### src/frpwc_pkg.sv
// Purpose: shared constants and types, plus the capture pin synchroniser
// Assumes: one clock pclk, asynchronous active-low reset presetn
// Notes: register offsets are byte addresses on an APB bus with 32-bit data
package frpwc_pkg;
	localparam logic [2:0]  MODE_FREE   = 3'h5;
	localparam logic [2:0]  MODE_PWM    = 3'h6;
	localparam logic [7:0]  OFF_CTL     = 8'h00;
	localparam logic [7:0]  OFF_OPT     = 8'h04;
	localparam logic [7:0]  OFF_EDGE    = 8'h08;
	localparam logic [7:0]  OFF_CCR0    = 8'h0C;
	localparam logic [7:0]  OFF_CCR1    = 8'h10;
	localparam logic [7:0]  OFF_CNT     = 8'h14;
	localparam logic [7:0]  OFF_FCLR    = 8'h18;
	localparam logic [15:0] CNT_MAX     = 16'hFFFF;
	localparam logic [15:0] CNT_ZERO    = 16'h0000;
	localparam logic [15:0] CNT_ONE     = 16'h0001;
	localparam logic [7:0]  DIV_ONE     = 8'h01;
	localparam logic [7:0]  CTL_RESET   = 8'h00;
	localparam logic [3:0]  EDGE_RESET  = 4'h0;
	localparam logic [1:0]  EDGE_NONE   = 2'h0;
	localparam int          OPT_FLAG    = 0;
	localparam int          OPT_CCS0    = 4;
	localparam int          OPT_CCS1    = 5;
	localparam int          FCLR_BIT    = 0;

	typedef struct packed {
		logic       count_enable_bit;
		logic [2:0] clk_sel;
		logic       ext_clk;
		logic [2:0] mode_select_field;
	} frpwc_ctl_s;

	typedef struct packed {
		logic [1:0] input1_edge_sel;
		logic       input0_edge_sel_hi;
		logic       input0_edge_sel_lo;
	} frpwc_edge_s;
endpackage

`timescale 1ns/1ps
module frpwc_edge_sync
	import frpwc_pkg::*;
(
	input  wire logic pclk,
	input  wire logic presetn,
	input  wire logic pin,
	output logic      rise,
	output logic      fall
);
	logic s1;
	logic s2;
	logic s3;
	logic level;
	logic next_level;
	logic next_rise;
	logic next_fall;

	// level changes once second and third stages agree
	always_comb begin
		next_level = level;
		next_rise  = 1'b0;
		next_fall  = 1'b0;
		if (s2 == s3) begin
			next_level = s3;
			next_rise  = s3 & ~level;
			next_fall  = ~s3 & level;
		end
	end

	always_ff @(posedge pclk or negedge presetn) begin
		if (!presetn) begin
			s1    <= 1'b0;
			s2    <= 1'b0;
			s3    <= 1'b0;
			level <= 1'b0;
			rise  <= 1'b0;
			fall  <= 1'b0;
		end else begin
			s1    <= pin;
			s2    <= s1;
			s3    <= s2;
			level <= next_level;
			rise  <= next_rise;
			fall  <= next_fall;
		end
	end
endmodule

### src/frpwc_timer.sv
// Purpose: free-running and pulse width capture timer channel with APB registers
// Assumes: pclk 40 MHz, presetn asynchronous active low, APB master per protocol
// Notes: count clock is a one-cycle enable from a divider or from capture_input_0
//
// Decided for this implementation: the APB register port and the placing of the registers.
`timescale 1ns/1ps

// Summary of operation
// - width mode: counting starts from zero on enable
// - width mode edge: capture, clear counter, irq
// - after FFFFH next tick: wrap irq, zero; a width-mode capture on that tick wins and drops the wrap irq
// - wrap sets sticky flag until software clears
// - zero write to bit or byte clears
// - set beats a coinciding clear
// - external clock on input 0, measure input 1
// - free mode compares each register independently while its select bit is clear
// - free mode never clears counter, only wraps
// - select bits choose capture or compare
// - free capture latches counter, counter untouched
// - compare match raises irq, toggles output
module frpwc_timer
	import frpwc_pkg::*;
#(
	parameter int ADDR_W = 8
) (
	input  wire logic              pclk,
	input  wire logic              presetn,
	input  wire logic              psel,
	input  wire logic              penable,
	input  wire logic              pwrite,
	input  wire logic [ADDR_W-1:0] paddr,
	input  wire logic [31:0]       pwdata,
	output logic      [31:0]       prdata,
	output logic                   pready,
	output logic                   pslverr,
	input  wire logic              capture_input_0,
	input  wire logic              capture_input_1,
	output logic      [1:0]        match_or_capture_irq,
	output logic                   wrap_irq,
	output logic      [1:0]        timer_output_pin
);
	frpwc_ctl_s   control_reg_0;
	frpwc_ctl_s   next_control_reg_0;
	frpwc_edge_s  edge_select_reg;
	frpwc_edge_s  next_edge_select_reg;
	logic [1:0]   capture_select;
	logic [1:0]   next_capture_select;
	logic         wrap_flag;
	logic         next_wrap_flag;
	logic [15:0]  capture_compare_reg [2];
	logic [15:0]  next_ccr [2];
	logic [15:0]  counter;
	logic [15:0]  next_counter;
	logic [7:0]   div_cnt;
	logic [7:0]   next_div_cnt;
	logic [1:0]   cap_pend;
	logic [1:0]   next_cap_pend;
	logic         ce_q;
	logic [1:0]   next_irq;
	logic         next_wrap_irq;
	logic [1:0]   next_out;
	logic [31:0]  next_prdata;
	logic         next_pready;
	logic         next_pslverr;
	logic         rise0;
	logic         fall0;
	logic         rise1;
	logic         fall1;
	logic [1:0]   hit;
	logic         tick;
	logic [7:0]   div_mask;
	logic         wr;
	logic         rd_phase;
	logic [7:0]   addr;

	frpwc_edge_sync u_sync0 (
		.pclk    (pclk),
		.presetn (presetn),
		.pin     (capture_input_0),
		.rise    (rise0),
		.fall    (fall0)
	);

	frpwc_edge_sync u_sync1 (
		.pclk    (pclk),
		.presetn (presetn),
		.pin     (capture_input_1),
		.rise    (rise1),
		.fall    (fall1)
	);

	function automatic logic edge_hit(input logic [1:0] sel, input logic r, input logic f);
		edge_hit = (sel[0] & r) | (sel[1] & f);
	endfunction

	function automatic logic is_mapped(input logic [7:0] a);
		is_mapped = (a == OFF_CTL) || (a == OFF_OPT) || (a == OFF_EDGE) || (a == OFF_CCR0)
			|| (a == OFF_CCR1) || (a == OFF_CNT) || (a == OFF_FCLR);
	endfunction

	assign addr     = 8'(paddr);
	assign wr       = psel & penable & pready & pwrite;
	assign rd_phase = psel & penable & ~pready;
	assign div_mask = 8'((DIV_ONE << control_reg_0.clk_sel) - DIV_ONE);
	// external clock takes input 0; its edge selection is then ignored
	assign tick = control_reg_0.ext_clk ? rise0 : ((div_cnt & div_mask) == div_mask);
	assign hit[0] = ~control_reg_0.ext_clk
		& edge_hit({edge_select_reg.input0_edge_sel_hi, edge_select_reg.input0_edge_sel_lo},
			rise0, fall0);
	assign hit[1] = edge_hit(edge_select_reg.input1_edge_sel, rise1, fall1);

	// apb slave: one wait state, registered answer
	always_comb begin
		next_pready  = rd_phase;
		next_prdata  = prdata;
		next_pslverr = 1'b0;
		if (rd_phase) begin
			next_pslverr = ~is_mapped(addr);
			if (pwrite) begin
				next_prdata = prdata;
			end else if (addr == OFF_CTL) begin
				next_prdata = {24'h000000, control_reg_0};
			end else if (addr == OFF_OPT) begin
				next_prdata = {26'h0000000, capture_select, 3'h0, wrap_flag};
			end else if (addr == OFF_EDGE) begin
				next_prdata = {28'h0000000, edge_select_reg};
			end else if (addr == OFF_CCR0) begin
				next_prdata = {16'h0000, capture_compare_reg[0]};
			end else if (addr == OFF_CCR1) begin
				next_prdata = {16'h0000, capture_compare_reg[1]};
			end else if (addr == OFF_CNT) begin
				next_prdata = {16'h0000, counter};
			end else begin
				next_prdata = 32'h00000000;
			end
		end
	end

	// configuration and flag
	always_comb begin
		next_control_reg_0   = control_reg_0;
		next_edge_select_reg = edge_select_reg;
		next_capture_select  = capture_select;
		next_wrap_flag       = wrap_flag;
		if (wr && addr == OFF_CTL) begin
			next_control_reg_0 = frpwc_ctl_s'(pwdata[7:0]);
		end
		if (wr && addr == OFF_EDGE) begin
			next_edge_select_reg = frpwc_edge_s'(pwdata[3:0]);
		end
		if (wr && addr == OFF_OPT) begin
			next_capture_select = {pwdata[OPT_CCS1], pwdata[OPT_CCS0]};
			if (!pwdata[OPT_FLAG]) begin
				next_wrap_flag = 1'b0;
			end
		end
		if (wr && addr == OFF_FCLR && !pwdata[FCLR_BIT]) begin
			next_wrap_flag = 1'b0;
		end
		if (next_wrap_irq) begin
			next_wrap_flag = 1'b1;
		end
	end

	// counter, capture and compare
	always_comb begin
		next_div_cnt  = control_reg_0.count_enable_bit ? 8'(div_cnt + DIV_ONE) : 8'h00;
		next_counter  = counter;
		next_ccr      = capture_compare_reg;
		next_irq      = 2'b00;
		next_wrap_irq = 1'b0;
		next_out      = timer_output_pin;
		next_cap_pend = cap_pend | hit;
		if (wr && addr == OFF_CCR0) begin
			next_ccr[0] = 16'(pwdata);
		end
		if (wr && addr == OFF_CCR1) begin
			next_ccr[1] = 16'(pwdata);
		end
		if (!control_reg_0.count_enable_bit) begin
			next_counter  = CNT_ZERO;
			next_cap_pend = 2'b00;
		end else begin
			if (!ce_q && control_reg_0.mode_select_field == MODE_FREE) begin
				next_out = ~timer_output_pin;
			end
			if (tick) begin
				next_cap_pend = hit;
				if (counter == CNT_MAX) begin
					next_counter  = CNT_ZERO;
					next_wrap_irq = 1'b1;
				end else begin
					next_counter = 16'(counter + CNT_ONE);
				end
				if (control_reg_0.mode_select_field == MODE_PWM) begin
					for (int m = 0; m < 2; m++) begin
						if (cap_pend[m]) begin
							next_ccr[m]   = counter;
							next_irq[m]   = 1'b1;
							next_counter  = CNT_ZERO;
							next_wrap_irq = 1'b0;
						end
					end
				end else if (control_reg_0.mode_select_field == MODE_FREE) begin
					for (int m = 0; m < 2; m++) begin
						if (capture_select[m]) begin
							if (cap_pend[m]) begin
								next_ccr[m] = counter;
								next_irq[m] = 1'b1;
							end
						end else if (counter == capture_compare_reg[m]) begin
							next_irq[m] = 1'b1;
							next_out[m] = ~next_out[m];
						end
					end
				end
			end
		end
	end

	always_ff @(posedge pclk or negedge presetn) begin
		if (!presetn) begin
			prdata                 <= 32'h00000000;
			pready                 <= 1'b0;
			pslverr                <= 1'b0;
			control_reg_0          <= frpwc_ctl_s'(CTL_RESET);
			edge_select_reg        <= frpwc_edge_s'(EDGE_RESET);
			capture_select         <= 2'b00;
			wrap_flag              <= 1'b0;
			capture_compare_reg[0] <= CNT_ZERO;
			capture_compare_reg[1] <= CNT_ZERO;
			counter                <= CNT_ZERO;
			div_cnt                <= 8'h00;
			cap_pend               <= 2'b00;
			ce_q                   <= 1'b0;
			match_or_capture_irq   <= 2'b00;
			wrap_irq               <= 1'b0;
			timer_output_pin       <= 2'b00;
		end else begin
			prdata                 <= next_prdata;
			pready                 <= next_pready;
			pslverr                <= next_pslverr;
			control_reg_0          <= next_control_reg_0;
			edge_select_reg        <= next_edge_select_reg;
			capture_select         <= next_capture_select;
			wrap_flag              <= next_wrap_flag;
			capture_compare_reg[0] <= next_ccr[0];
			capture_compare_reg[1] <= next_ccr[1];
			counter                <= next_counter;
			div_cnt                <= next_div_cnt;
			cap_pend               <= next_cap_pend;
			ce_q                   <= control_reg_0.count_enable_bit;
			match_or_capture_irq   <= next_irq;
			wrap_irq               <= next_wrap_irq;
			timer_output_pin       <= next_out;
		end
	end
endmodule

### config.mk
export PLATFORM = sky130hd
export DESIGN_NAME = frpwc_timer
export DESIGN_NICKNAME = d
export VERILOG_FILES = /design/src/frpwc_pkg.sv /design/src/frpwc_timer.sv
export SDC_FILE = /design/constraint.sdc
export NUM_CORES = 1
export LEC_CHECK = 0
export ABC_AREA = 1
export BUFFER_PORTS_ARGS = -buffer_cell sky130_fd_sc_hd__buf_4
export CORE_ASPECT_RATIO = 0.5
export CORE_MARGIN = 2
export CORE_UTILIZATION = 58
export DETAILED_ROUTE_END_ITERATION = 8
export GPL_ROUTABILITY_DRIVEN = 0
export HOLD_SLACK_MARGIN = 0.1
export PLACE_DENSITY = 0.81
export SLEW_MARGIN = 20
export SYNTH_ARGS = -nofsm -noshare
export SYNTH_HDL_FRONTEND = slang
export SYNTH_SLANG_ARGS = --single-unit
### constraint.sdc
create_clock -name pclk -period 2.2 [get_ports pclk]
set_input_delay 0.33 -clock pclk [delete_from_list [all_inputs] [get_ports pclk]]
set_output_delay 0.33 -clock pclk [all_outputs]
set_load 0.005 [all_outputs]
-- Word level (Yosys, flattened, before mapping)
Cells that the tools add are included.
- flip-flop bits (word level): 125
- latch bits: 0
- bits in writable memories: 0
- memory bits (read-only): 0
- bits of input ports: 47
- output and inout bits: 39
- word-level logic and storage cells: 161
- memories: 0
- add/subtract/negate cells: 3
- $mul: 0
- divide/modulo/power cells: 0
- magnitude comparators: 0
- equality and inequality tests: 16
- shift-type cells: 1
- mux-type cells: 60
- bitwise logic cells: 28
- reductions and logical operators: 20
- operator list (operator ; number):
    $mux 16 ; 18
    $mux 32 ; 4
    $eq 16x16->1 ; 2
    $mux 1 ; 26
    $eq 8x5->1 const B ; 3
    $mux 2 ; 11
    $add 16x1->16 const B ; 1
    $eq 16x16->1 const B ; 1
    $eq 8x4->1 const B ; 2
    $and 1x1->1 ; 13
    $not 1->1 ; 10
    $add 8x1->8 const B ; 1
    $and 8x8->8 ; 1
    $eq 8x3->1 const B ; 1
    $eq 8x8->1 ; 1
    $logic_and 1x1->1 ; 8
    $logic_not 8->1 ; 1
    $mux 8 ; 1
    $shl 1x3->8 const A ; 1
    $sub 8x1->8 const B ; 1
    $eq 3x3->1 const B ; 2
    $logic_or 1x1->1 ; 6
    $reduce_and 2->1 ; 2
    $ne 3x1->1 const B ; 1
    other kinds (7) ; 10

-- Depth between registers and ports, before layout
Gate-level depths: netlist (run 1).
- depth after elaboration: 11
- gate-level depth with buffers: 14
- gate-level depth less buffers: 14

-- Cells and area by module
From an unflattened synthesis (run 1), not the netlist that was laid out.
- cells, all modules: 772
- area total of the unflattened synthesis: 5810.6 µm²
- by module, submodules not included (module ; times used ; cells an instance ; area each (µm²) ; sequential area each (µm²)):
    frpwc_timer ; 1 ; 750 ; 5442.7 ; 2402.3
    frpwc_edge_sync ; 2 ; 11 ; 183.9 ; 150.1

-- Worst setup path before layout (run 1)
No wires, ideal clock.
- kind: register to register
- start point: register counter[0]
- end point: register counter[6]
- setup time: 0.131 ns
- data arrival time: 1.548 ns
- required time: 2.069 ns
- slack: 0.521 ns
- stages on the path, launching flop included: 10
- path buffers: 1
- period minus slack after synthesis: 1.679 ns
- path through: dfrtp_1 > ha_1 > nand2_1 > nor2_1 > nand3_2 > nor3_4 > nand3_2 > nand3_2 > buf_6 > o22ai_2
- word-level cells in the longest chain between the ends: 7
- elaborated cells on any way between the ends: 8
- classes of those cells: 1 x add/sub; 1 x eq/ne; 6 x mux
- ends and longest elaborated chain (item ; RTL line ; RTL):
    from (decl) ; frpwc_timer.sv:52 ; logic [15:0] counter;
    from (signal assigned) ; frpwc_timer.sv:249 ; counter <= next_counter;
    $add 16x1->16 / $eq 16x16->1 (equally long branches) ; frpwc_timer.sv:193, frpwc_timer.sv:189 ;
    $mux 16 * ; frpwc_timer.sv:189 ; if (counter == CNT_MAX) begin
    $mux 16 (2 in a row) ; frpwc_timer.sv:197 ; if (cap_pend[m]) begin
    $mux 16 * ; frpwc_timer.sv:195 ; if (control_reg_0.mode_select_field == MODE_PWM) begin
    $mux 16 * ; frpwc_timer.sv:187 ; if (tick) begin
    $mux 16 * ; frpwc_timer.sv:180 ; if (!control_reg_0.count_enable_bit) begin
Every way passes the cells marked *; elsewhere a longest branch is shown, timed or not. The select of a mux whose other input is x is not followed.
A chain may end at the register's enable or synchronous reset.

-- Worst setup path in the final report (run 1)
- start point: register counter[1]
- end point: register counter[4]
Same word-level chain as after synthesis.

==> results of run 1 <==
-- cell usage in the layout, fill, tap and decap left out, types with 3 or more instances in the layout --
cell type                         n
sky130_fd_sc_hd__inv_1           81
sky130_fd_sc_hd__o22ai_2         10
sky130_fd_sc_hd__nand2_2          6
sky130_fd_sc_hd__clkinvlp_4       3
sky130_fd_sc_hd__a31oi_1          4
sky130_fd_sc_hd__nand3_1         30
sky130_fd_sc_hd__o21ai_0         64
sky130_fd_sc_hd__nand2_1        201
sky130_fd_sc_hd__nor3_1           7
sky130_fd_sc_hd__dfrtp_1        108
sky130_fd_sc_hd__nor2_2           3
sky130_fd_sc_hd__clkbuf_16        9
sky130_fd_sc_hd__nand3_2          5
sky130_fd_sc_hd__dlygate4sd3_1    3
sky130_fd_sc_hd__inv_2            5
sky130_fd_sc_hd__nand4_1          9
sky130_fd_sc_hd__o211ai_1        17
sky130_fd_sc_hd__a21oi_1         39
sky130_fd_sc_hd__buf_4           69
sky130_fd_sc_hd__xor2_1           9
sky130_fd_sc_hd__o22ai_1         18
sky130_fd_sc_hd__xnor2_1         13
sky130_fd_sc_hd__conb_1          16
sky130_fd_sc_hd__nor2_1          45
sky130_fd_sc_hd__o21ai_1         19
-- metal layers --
metal	vias up	share of wire	GRT usage	wire length (um)
li1	2568	-	-	-
met1	2599	0.45	0.422	7110
met2	275	0.44	0.464	6940
met3	23	0.11	0.0814	1700
met4	0	0.011	0.0694	178
met5	-	0	0	0
-- repair_timing --
action / in CTS / in global routing
endpoints found under the hold margin: 32 / 0
gates resized for setup: 0 / 2
endpoints found under the setup margin: 0 / 11
hold buffers: 3 / 0
-- worst max-delay path, stage by stage, from the launching register on --
cell,delay [ns]
sky130_fd_sc_hd__dfrtp_1,0.43
sky130_fd_sc_hd__ha_1,0.21
sky130_fd_sc_hd__nand2_1,0.11
sky130_fd_sc_hd__nor2_2,0.17
sky130_fd_sc_hd__nand3_2,0.12
sky130_fd_sc_hd__nor3_4,0.21
sky130_fd_sc_hd__nand3_2,0.16
sky130_fd_sc_hd__nand3_2,0.22
sky130_fd_sc_hd__buf_4,0.20
sky130_fd_sc_hd__o22ai_2,0.07
-- final cells by class --
| class | instances | area (sq um) | share of cell area |
|---|---|---|---|
| sequential | 108 | 2700 | 0.396 |
| timing repair buffer | 73 | 568 | 0.0833 |
| clock inverter | 5 | 61.3 | 0.00899 |
| tap | 140 | 175 | 0.0257 |
| inverter | 89 | 337 | 0.0494 |
| multi-input combinational | 534 | 2730 | 0.401 |
| clock buffer | 11 | 243 | 0.0356 |
-- logic make-up (layout without fill, tap and decap cells) --
kind of cell    count (synthesis)  after routing  synth area share
compound gates                176            176             0.175
fa+ha+maj                       2              2           0.00418
other cells                     1             16          0.000627
xor+xnor                       22             22            0.0322
flops                         108            108             0.452
simple gates                  318            318             0.236
buf+inv                       133            178             0.101
-- report_power, final --
part,total (W),switching (W),internal [W]
Combinational,0.000232,0.000133,0.0000985
Sequential,0.00205,0.0000265,0.00202
Clock,0.00168,0.000759,0.000917
Total,0.00396,0.000918,0.00304
-- worst min path at each step --
stage                   start  slack [ns]  depth (start not counted)                     end
finish              pwdata[6]        0.25                          3  capture_compare_reg[6]
CTS                 pwdata[6]        0.25                          3  capture_compare_reg[6]
detailed placement    presetn        0.30                          1              u_sync1.s1
global placement      presetn        0.30                          1              u_sync1.s1
global route          penable        0.26                          3                  pready
floorplan             presetn        0.03                          0             cap_pend[0]
-- through the flow --
| stage | power [W] | std cells | util |
|---|---|---|---|
| global placement | 0.00231 | 941 | 0.641 |
| CTS | 0.00398 | 960 | 0.674 |
| floorplan | 0.00218 | 775 | - |
| global route | 0.00408 | 960 | 0.674 |
| detailed placement | 0.00232 | 941 | 0.641 |
| finish | 0.00396 | 960 | 0.674 |
==> reports/summary.md, run 1 <==
Synthesis instantiated 42 different standard cells from the library. Once detail routing completed, the nets flagged for antenna violations numbered 0. The worst setup path is of the reg -> reg kind.

The worst slew slack as a fraction of its limit was 0.582. Entering global routing, the biggest net connects 52 pins. The clock-pin slew on the worst setup and hold paths is 0.07 ns. The commonest cells after synthesis are 201 x sky130_fd_sc_hd__nand2_1, 108 x sky130_fd_sc_hd__dfrtp_1, 81 x sky130_fd_sc_hd__inv_1. For the via count of the first global-routing pass, the log shows 4,745. The first detailed-routing pass ran for 6 iterations.

The logs give 3.29 nW for the leakage power of the design and 0.177 ns for the setup slack after layout. The cell area after synthesis came out at 5980 sq um. The tools report the row count as 26. Setup repair after global routing left no endpoint under its margin.

Across all register-to-register paths, the minimum setup slack is 0.18 ns. In the post-synthesis netlist, the biggest area contributors are sky130_fd_sc_hd__dfrtp_1 45%, sky130_fd_sc_hd__nand2_1 13%, sky130_fd_sc_hd__o21ai_0 5.4%. The synthesized design contains 108 register bits. For the worst setup path, the data required time is 2.43 ns. After detailed placement, the total cell area comes to 6480 sq um. The routed layout has 5,465 vias. Across the run, the number of max-cap violations was 0. The overall routing resource usage came out at 0.297.

The layout-stage area growth over the synthesis result is 14.0%, and the fraction of synthesized cell area taken by the top area cell type is 0.452. The power per cell area was 580 nW/um^2; the worst-case vdd ir drop was 352 uV. The die is 148 um wide.

The register with the most flip-flops in the layout has 32 of them. STA classifies the critical path endpoint as a flop. The transition time at the pin with the least slew margin came out at 0.625 ns. The number of enable-type register cells in the synthesized netlist works out to 0. For the sequential cell area fraction in the yosys report, the log shows 0.452. In the routed layout, each cell is associated on average with a via count of 5.69. For the number of antenna violations at the first check in global routing, the log shows 0. The routed length per instance works out to 16.6 um. For this run, the post-layout net count is 864.

TritonCTS built the clock tree. The total area inside the core boundary comes to 10,100 sq um. The final instance area is 6820 sq um. The tools report the placed wire-length estimate as 11,400 um. The final total negative setup slack is 0 ns, and the number of endpoints with negative hold slack in the final report is 0.

The die covers 11,200 sq um. The total CTS buffers is 9, and the count of unresolved DRC violations after routing is 0. Among all cell types in the netlist, the one instantiated most often is sky130_fd_sc_hd__nand2_1.

The period utilization was 0.919; the number of top-level pins was 86. The count of buffers added on input and output ports is 53. The run gives 0.591 as the starting density of the core. The proportion of synthesized flip-flops having asynchronous set or reset came out at 1.00. The count of pins over their slew limit is 0, and the post-synthesis average cell area is 7.87 sq um.

The endpoint identified for the worst register-to-register timing path is counter[4]. Before CTS, the worst setup slack after placement is 0.170 ns. Count of yosys warnings during synthesis: 0.

In this run the vertical extent of the chip is 75.8 um. For the maximum clock skew at final layout, the log shows 0.00720 ns. The run gives 25,200 um as the first-pass GRT wire length. Buffer depth of the longest clock path: 2.

The share of final-layout standard cells stronger than drive strength 1 was 0.154. The run finished with clean final reports. Setup violations remaining at the end of the flow were counted as 0.

The capturing instance or port of the critical path is counter[4]. The number of setup buffers added after CTS is 0. At the later pin of the worst-skew pair, clock insertion delay measures 0.35 ns.

The most common flop cell mapped by yosys was sky130_fd_sc_hd__dfrtp_1. Counting every sink on the clock net gives 108. Fill cell instance count of the final layout: 844. The startpoint identified for the worst register-to-register timing path is counter[1].

The minimum period implied by the final worst setup slack came out at 2.02 ns. The logs give 15,900 um for the wire length reported by the detailed router and 0 for the count of inserted antenna diode cells. The type of origin of the critical path is a flop.

Of all nets on the critical path, the largest fanout is 6. For the worst flop-to-flop path, the logic depth is 9. The path class of the tightest hold or removal check is in -> reg.

Synthesis produced 760 cells. The logs give 3 for the total number of H-tree levels and 0.251 ns for the final-layout worst hold slack. Data on the critical path arrives at its endpoint at 2.25 ns. The CTS root buffer was sky130_fd_sc_hd__clkbuf_16.

Based on the critical path, the design can be clocked at up to 0.494 GHz. The cell taking the most area after synthesis is sky130_fd_sc_hd__dfrtp_1. The leftover overflow at the end of global routing was 0; the violation count after the first detailed-route iteration was 618. The beginning of the critical path is counter[1].
Power figures use the tool's default switching activity.
==> run 2, diff against run 1 <==
--- a/config.mk
+++ b/config.mk
@@ -6,12 +6,13 @@
 export NUM_CORES = 1
 export LEC_CHECK = 0
 export ABC_AREA = 1
-export BUFFER_PORTS_ARGS = -buffer_cell sky130_fd_sc_hd__buf_4
+export BUFFER_PORTS_ARGS = -buffer_cell sky130_fd_sc_hd__buf_2
 export CORE_ASPECT_RATIO = 0.5
 export CORE_MARGIN = 2
 export CORE_UTILIZATION = 58
 export DETAILED_ROUTE_END_ITERATION = 8
 export GPL_ROUTABILITY_DRIVEN = 0
+export GPL_TIMING_DRIVEN = 0
 export HOLD_SLACK_MARGIN = 0.1
 export PLACE_DENSITY = 0.81
 export SLEW_MARGIN = 20
==> constraint.sdc (replaced) <==
create_clock -name pclk -period 2 [get_ports pclk]
set_input_delay 0.3 -clock pclk [delete_from_list [all_inputs] [get_ports pclk]]
set_output_delay 0.3 -clock pclk [all_outputs]
set_load 0.005 [all_outputs]
==> reports/summary.md, run 2 (same netlist as run 1, synthesis figures left out) <==
The flow ran to the end, but the final reports show violations. The checks that failed: setup timing. The total CTS buffers is 9 (unchanged), and the flip-flop count of the largest register after layout is 32 (unchanged). Area of the die: 11,200 sq um (unchanged). The run gives 0 (unchanged) as the leftover overflow at the end of global routing. The tools report the setup slack at placement as -0.113 ns (-0.283 ns).

The chip height is 75.8 um (unchanged), and the minimum period implied by the final worst setup slack is 2.10 ns (+0.0732 ns). The run gives -0.1 ns (-0.27 ns) as the slack of the worst reg-to-reg path. Count of pins over their slew limit: 0 (unchanged). The final cell count without fillers was 993 (+3.4%). Hold path endpoint: pready. Count of inserted antenna diode cells: 0 (unchanged).

For the area used by multi-input combinational logic, the log shows 2770 sq um (+1.5%). The category of the most critical setup path was reg -> reg. The tools report the first-pass GRT wire length as 26,500 um (+5.2%). The overall routing resource usage was 0.315 (+0.0180); the count of cells along the worst register-to-register path was 3 (-6). The power per cell area is 611 nW/um^2 (+5.2%), and the row count is 26 (unchanged).

The largest fanout of any net on the critical path is 5 (-1). The startpoint identified for the worst register-to-register timing path is cap_pend[0]. The endpoint class of the critical path is a flop. The logs give 5,729 (+4.8%) for the via count of the routed design and 427 uV (+21%) for the worst-case vdd ir drop. The count of maximum capacitance violations is 0 (unchanged). For the number of failing setup endpoints in the final timing report, the log shows 5 (+5). The maximum clock skew at final layout is 0.00576 ns (-0.00144 ns).

The run gives 841 (-0.36%) as the fill cell instance count of the final layout. The leakage power of the design is 3.41 nW (+3.8%), and the worst hold path depth is 3 (unchanged). The total number of H-tree levels is 3 (unchanged), and the routed length per instance is 17.6 um (+5.9%).

The run gives 2.36 ns (+0.11 ns) as the worst endpoint data arrival time. The via count of the first global-routing pass is 5,215 (+9.9%), and the count of placed standard cells including taps is 969 (+3.0%). Pin count of the biggest net entering global routing: 56 (+7.7%). The worst slew slack as a fraction of its limit is 0.241 (-0.341), and the starting density of the core is 0.591 (unchanged). The violation count after the first detailed-route iteration was 607 (-1.8%); the highest clock frequency the design can meet was 0.477 GHz (-3.5%). The number of endpoints with negative hold slack in the final report is 0 (unchanged).

The tools report the number of top-level pins as 86 (unchanged). For the wire length reported by the detailed router, the log shows 17,400 um (+9.5%). The launch instance of the worst min-delay path is penable.

Register area: 2710 sq um (+0.14%). The run gives 0.35 ns (about the same) as the clock network latency to the later pin of the worst-skew pair. The count of antenna-violating nets left after detailed routing was 0 (unchanged); the setup slack after layout was -0.0958 ns (-0.273 ns). TritonCTS built the clock tree. The cell sitting at the root of the clock tree is a sky130_fd_sc_hd__clkbuf_16.

The final instance area came out at 6930 sq um (+1.6%). The logs give 0 (unchanged) for the count of unresolved DRC violations after routing and 7 (+1) for the first-pass detailed-route iteration total. The clock-pin slew on the worst setup and hold paths was 0.07 ns (about the same); the width of the chip was 148 um (unchanged). The core box area came out at 10,100 sq um (unchanged).

The path class of the tightest hold or removal check is in -> reg. The count of buffers from port buffering was 53 (unchanged). The placed wire-length estimate is 12,500 um (+9.7%), and the number of vias per cell is 5.77 (+1.3%). The run gives 6510 sq um (+0.42%) as the cell area after placement. The share of final-layout standard cells stronger than drive strength 1 is 0.190 (+0.0363). The buffer depth of the longest clock path is 2 (unchanged). Most frequent standard cell in the layout excluding fill and tap cells: sky130_fd_sc_hd__nand2_1.

The tools report the final total negative setup slack as -0.145 ns (-0.145 ns). Leaving out fill and tap cells, the most frequent cells in the layout are 200 x sky130_fd_sc_hd__nand2_1, 105 x sky130_fd_sc_hd__dfrtp_1, 79 x sky130_fd_sc_hd__inv_1, 67 x sky130_fd_sc_hd__buf_2, 63 x sky130_fd_sc_hd__o21ai_0. The tools report the number of antenna violations at the first check in global routing as 0 (unchanged). The core occupancy in the finished layout came out at 0.685 (+0.0105).

The number of nets in the layout was 897 (+3.8%). In this run the critical register-to-register path is captured at counter[13]. The transition time at the pin with the least slew margin is 1.13 ns (+0.501 ns). The tools report the type of origin of the critical path as a flop.

For the endpoint required time on the critical path, the log shows 2.27 ns (-0.16 ns). The run gives 108 (unchanged) as the total clock sinks. The period utilization is 1.05 (+0.129), and the layout-stage area growth over the synthesis result is 15.8%.
[run 2: worst max path at each step]
stage	from	to	slack, ns	cells after the start
after floorplan	counter[0]	counter[6]	0.32	9
after global placement	presetn	div_cnt[2]	-0.59	1
after detailed placement	counter[0]	counter[13]	-0.11	8
final	cap_pend[0]	counter[13]	-0.1	3
after global routing	control_reg_0[2]	capture_compare_reg[28]	-0.10	8
after CTS	counter[1]	counter[2]	0.05	9
[run 2: routing by layer]
layer  track usage  vias up  part of all wire
met4         0.137        0             0.030
met1         0.434     2685              0.41
met3        0.0808       49              0.12
li1              -     2640                 -
met5        0.0250        -                 0
met2         0.481      355              0.44
[run 2: repair_timing]
item | 4_1_cts | 5_1_grt
resized for setup | 5 | 16
endpoints found under the setup margin | 21 | 52
buffers inserted | 0 | 5
hold endpoints to repair | 55 | 0
hold buffers | 3 | 0
cloned | 0 | 0
pin swaps | 0 | 2
[run 2: where the power goes]
group          internal (W)  switching [W]  leakage (nW)  total (W)
combinational      0.000101       0.000155          1.98   0.000256
sequential          0.00223      0.0000297          1.30    0.00226
clock              0.000890       0.000829         0.130    0.00172
total               0.00322        0.00101          3.41    0.00423
[run 2: final cells by class]
class                      count  area share
clock inverter                 4     0.00470
sequential                   108       0.391
buffer                        44      0.0387
tap                          140      0.0253
inverter                      89      0.0499
clock buffer                  12      0.0356
timing repair buffer          62      0.0547
multi-input combinational    534       0.400
[run 2: worst max-delay path: stages (launching register included)]
cell and delay, ns:
sky130_fd_sc_hd__dfrtp_1 0.44, sky130_fd_sc_hd__o21ai_0 0.91, sky130_fd_sc_hd__nand4_1 0.41, sky130_fd_sc_hd__o21ai_1 0.25
[run 2: stage by stage]
step	hold slack, ns	total power [W]
final	0.195	0.00423
after global routing	0.229	0.00437
after CTS	0.191	0.00424
after detailed placement	0.291	0.00254
after global placement	0.332	0.00253
after floorplan	0.00441	0.00240
==> run 3, diff against run 2 <==
--- a/config.mk
+++ b/config.mk
@@ -8,7 +8,6 @@
 export ABC_AREA = 1
 export BUFFER_PORTS_ARGS = -buffer_cell sky130_fd_sc_hd__buf_2
 export CORE_ASPECT_RATIO = 0.5
-export CORE_MARGIN = 2
 export CORE_UTILIZATION = 58
 export DETAILED_ROUTE_END_ITERATION = 8
 export GPL_ROUTABILITY_DRIVEN = 0
==> reports/summary.md, run 3 (same netlist as run 1, synthesis figures left out) <==
The final total negative setup slack is 0 ns (+0.145 ns), and the met2 layer wire length in the routed design is 7340 um (-3.5%). For the maximum clock skew at final layout, the log shows 0.00771 ns (+0.00195 ns). For the row count, the log shows 25 (-3.8%). The worst hold path depth was 3 (unchanged). Count of unresolved DRC violations after routing: 0 (unchanged). By startpoint and endpoint, the worst setup path is classified as reg -> reg.

Highest routed metal layer: met4. Leaving out fill and tap cells, the most frequent cell in the layout is sky130_fd_sc_hd__nand2_1. For the count of placed standard cells including taps, the log shows 964 (-0.52%).

In the layout the commonest cells are 201 x sky130_fd_sc_hd__nand2_1, 103 x sky130_fd_sc_hd__dfrtp_1, 80 x sky130_fd_sc_hd__inv_1, 66 x sky130_fd_sc_hd__buf_2, 64 x sky130_fd_sc_hd__o21ai_0. End of the worst register-to-register path: counter[2]. TritonCTS built the clock tree. The transition time at the pin with the least slew margin was 0.829 ns (-0.297 ns). The tools report the leftover overflow at the end of global routing as 0 (unchanged).

The number of antenna violations at the first check in global routing was 0 (unchanged). Number of endpoints with negative hold slack in the final report: 0 (unchanged). For the area of the die, the log shows 10,700 sq um (-4.0%). The met3 wire length was 2150 um (+2.3%).

The total CTS buffers is 9 (unchanged), and the switching power is 0.00102 W (+0.25%). The part of the total power dissipated in the clock network came out at 0.425 (+0.019). The worst setup path is captured at a flop. The switching power share of the total is 0.233 (-0.00621). The placed wire-length estimate is 12,500 um (+0.12%). The count of antenna-violating nets left after detailed routing is 0 (unchanged), and the count of cells along the worst register-to-register path is 9 (+6).

The minimum period implied by the final worst setup slack works out to 1.96 ns (-0.140 ns). The routed length per instance is 17.6 um (+0.19%), and the routed metal-1 wire length is 7490 um (+4.0%). The run gives 0 (unchanged) as the count of pins over their slew limit.

The core box area is 9730 sq um (-3.8%), and the width of the chip is 146 um (-1.4%). Highest clock frequency the design can meet: 0.511 GHz (+7.2%). The number of top-level pins came out at 86 (unchanged).

The first-pass detailed-route iteration total is 6 (-1), and the clock network latency to the later pin of the worst-skew pair is 0.35 ns (about the same). The logs give 79 (+41%) for the pin count of the biggest net entering global routing and 0.337 (+0.0210) for the overall routing resource usage. The number of failing setup endpoints in the final timing report was 0 (-5); the sequential fraction of design power was 0.517 (-0.016). The tightest min-delay check is of the in -> reg type. The leakage power of the design is 3.43 nW (+0.46%), and the slack of the worst reg-to-reg path is 0.04 ns (+0.14 ns). The tools report the via count of the first global-routing pass as 5,148 (-1.3%). The worst register-to-register path begins at counter[0]. The tools report the fill cell instance count of the final layout as 759 (-9.8%). The tree is rooted in a sky130_fd_sc_hd__clkbuf_16.

Final cell count without fillers: 990 (-0.30%). Count of buffers from port buffering: 53 (unchanged). The worst hold path terminates at pready.

The startpoint identified for the worst hold timing path is penable. The power per cell area was 628 nW/um^2 (+2.8%). Worst slew slack as a fraction of its limit: 0.441 (+0.200). The via count of the routed design is 5,754 (+0.44%).

The share of final-layout standard cells stronger than drive strength 1 came out at 0.190 (-0.000222). The tools report the first-pass GRT wire length as 27,000 um (+1.9%). The number of nets in the layout is 898 (+0.11%), and the endpoint required time on the critical path is 2.23 ns (-0.04 ns). For the violation count after the first detailed-route iteration, the log shows 723 (+19%). The buffer depth of the longest clock path was 2 (unchanged); the combinational cell fraction of total power was 0.058 (-0.002).

The worst setup path is launched from a flop. For the total clock sinks, the log shows 108 (unchanged). The starting density of the core is 0.615 (+0.0236), and the flip-flop count of the largest register after layout is 32 (unchanged). The layout-stage area growth over the synthesis result was 15.9% (about the same); the worst-case vdd ir drop was 390 uV (-8.6%). For the count of maximum capacitance violations, the log shows 0 (unchanged).

The clock-pin slew on the worst setup and hold paths works out to 0.07 ns (about the same). The total number of H-tree levels was 3 (unchanged); the chip height was 73.8 um (-2.6%). The period utilization is 0.978 (-0.0701). The largest fanout of any net on the critical path is 10 (+5).

The tools report the wire length reported by the detailed router as 17,400 um (-0.11%). The internal cell power is 0.00334 W (+3.8%). The number of vias per cell is 5.81 (+0.74%), and the worst endpoint data arrival time is 2.18 ns (-0.18 ns). The flow ran to the end, and the final reports show no timing, DRC or antenna violations.
run 3: cell count changes in the layout (fill, tap and decap cells not counted), sizes merged:
cell / change
bufinv: +1
clkinvlp: -1
inv: -2
diode: +1
clkinv: +3
run 3: per-stage QoR:
step / power [W] / utilization / hold WS [ns] / area, sq um / setup WS, ns
2_1_floorplan: 0.00240 / - / 0.00441 / 6040 / 0.321
3_3_place_gp: 0.00253 / 0.665 / 0.332 / 6470 / -0.598
3_5_place_dp: 0.00254 / 0.669 / 0.199 / 6500 / -0.165
4_1_cts: 0.00436 / 0.703 / 0.201 / 6840 / 0.0329
5_1_grt: 0.00448 / 0.712 / 0.216 / 6930 / -0.0161
6_report: 0.00435 / 0.712 / 0.207 / 6930 / 0.0443
run 3: routing by layer:
metal	vias to the layer above	global-route usage
met5	-	0
met4	0	0.113
met3	48	0.107
met2	369	0.509
met1	2695	0.461
li1	2642	-
run 3: worst max-delay path by stage:
| stage | from | endpoint | slack [ns] |
|---|---|---|---|
| 4_1_cts | counter[0] | counter[11] | 0.03 |
| 2_1_floorplan | counter[0] | counter[6] | 0.32 |
| 3_5_place_dp | psel | capture_compare_reg[26] | -0.16 |
| 3_3_place_gp | presetn | u_sync0.level | -0.60 |
| 6_report | counter[0] | counter[2] | 0.04 |
| 5_1_grt | div_cnt[4] | capture_compare_reg[5] | -0.02 |
run 3: repair_timing:
| item | in CTS | in global routing |
|---|---|---|
| setup endpoints to repair | 38 | 42 |
| buffers inserted | 0 | 6 |
| resized for setup | 3 | 14 |
| hold buffers | 3 | 0 |
| endpoints found under the hold margin | 32 | 0 |
| pin swaps | 0 | 0 |
run 3: power groups by stage:
stage / clock network (W) / logic [W] / registers (W)
2_1_floorplan: 0 / 0.000105 / 0.00229
3_3_place_gp: 0 / 0.000232 / 0.00229
3_5_place_dp: 0 / 0.000243 / 0.00230
4_1_cts: 0.00186 / 0.000250 / 0.00225
5_1_grt: 0.00194 / 0.000278 / 0.00226
6_report: 0.00185 / 0.000252 / 0.00225
run 3: worst max-delay path: stages (launching register included):
cell and delay, ns:
sky130_fd_sc_hd__dfrtp_2 0.44, sky130_fd_sc_hd__ha_1 0.23, sky130_fd_sc_hd__nand2_1 0.13, sky130_fd_sc_hd__nor2_4 0.15, sky130_fd_sc_hd__nand3_2 0.13, sky130_fd_sc_hd__nor3_4 0.20
sky130_fd_sc_hd__nand3_2 0.14, sky130_fd_sc_hd__nand3_2 0.13, sky130_fd_sc_hd__buf_6 0.20, sky130_fd_sc_hd__o22ai_2 0.08
run 3: cell type report:
cell class,count,area (sq um),share of cell area
Tap cell,135,169,0.0244
Buffer,44,270,0.0390
Clock buffer,11,243,0.0350
Multi-Input combinational cell,534,2760,0.399
Sequential cell,108,2710,0.391
Antenna cell,1,2.50,0.000361
Clock inverter,5,60.1,0.00867
Timing Repair Buffer,63,374,0.0540
Inverter,89,340,0.0491
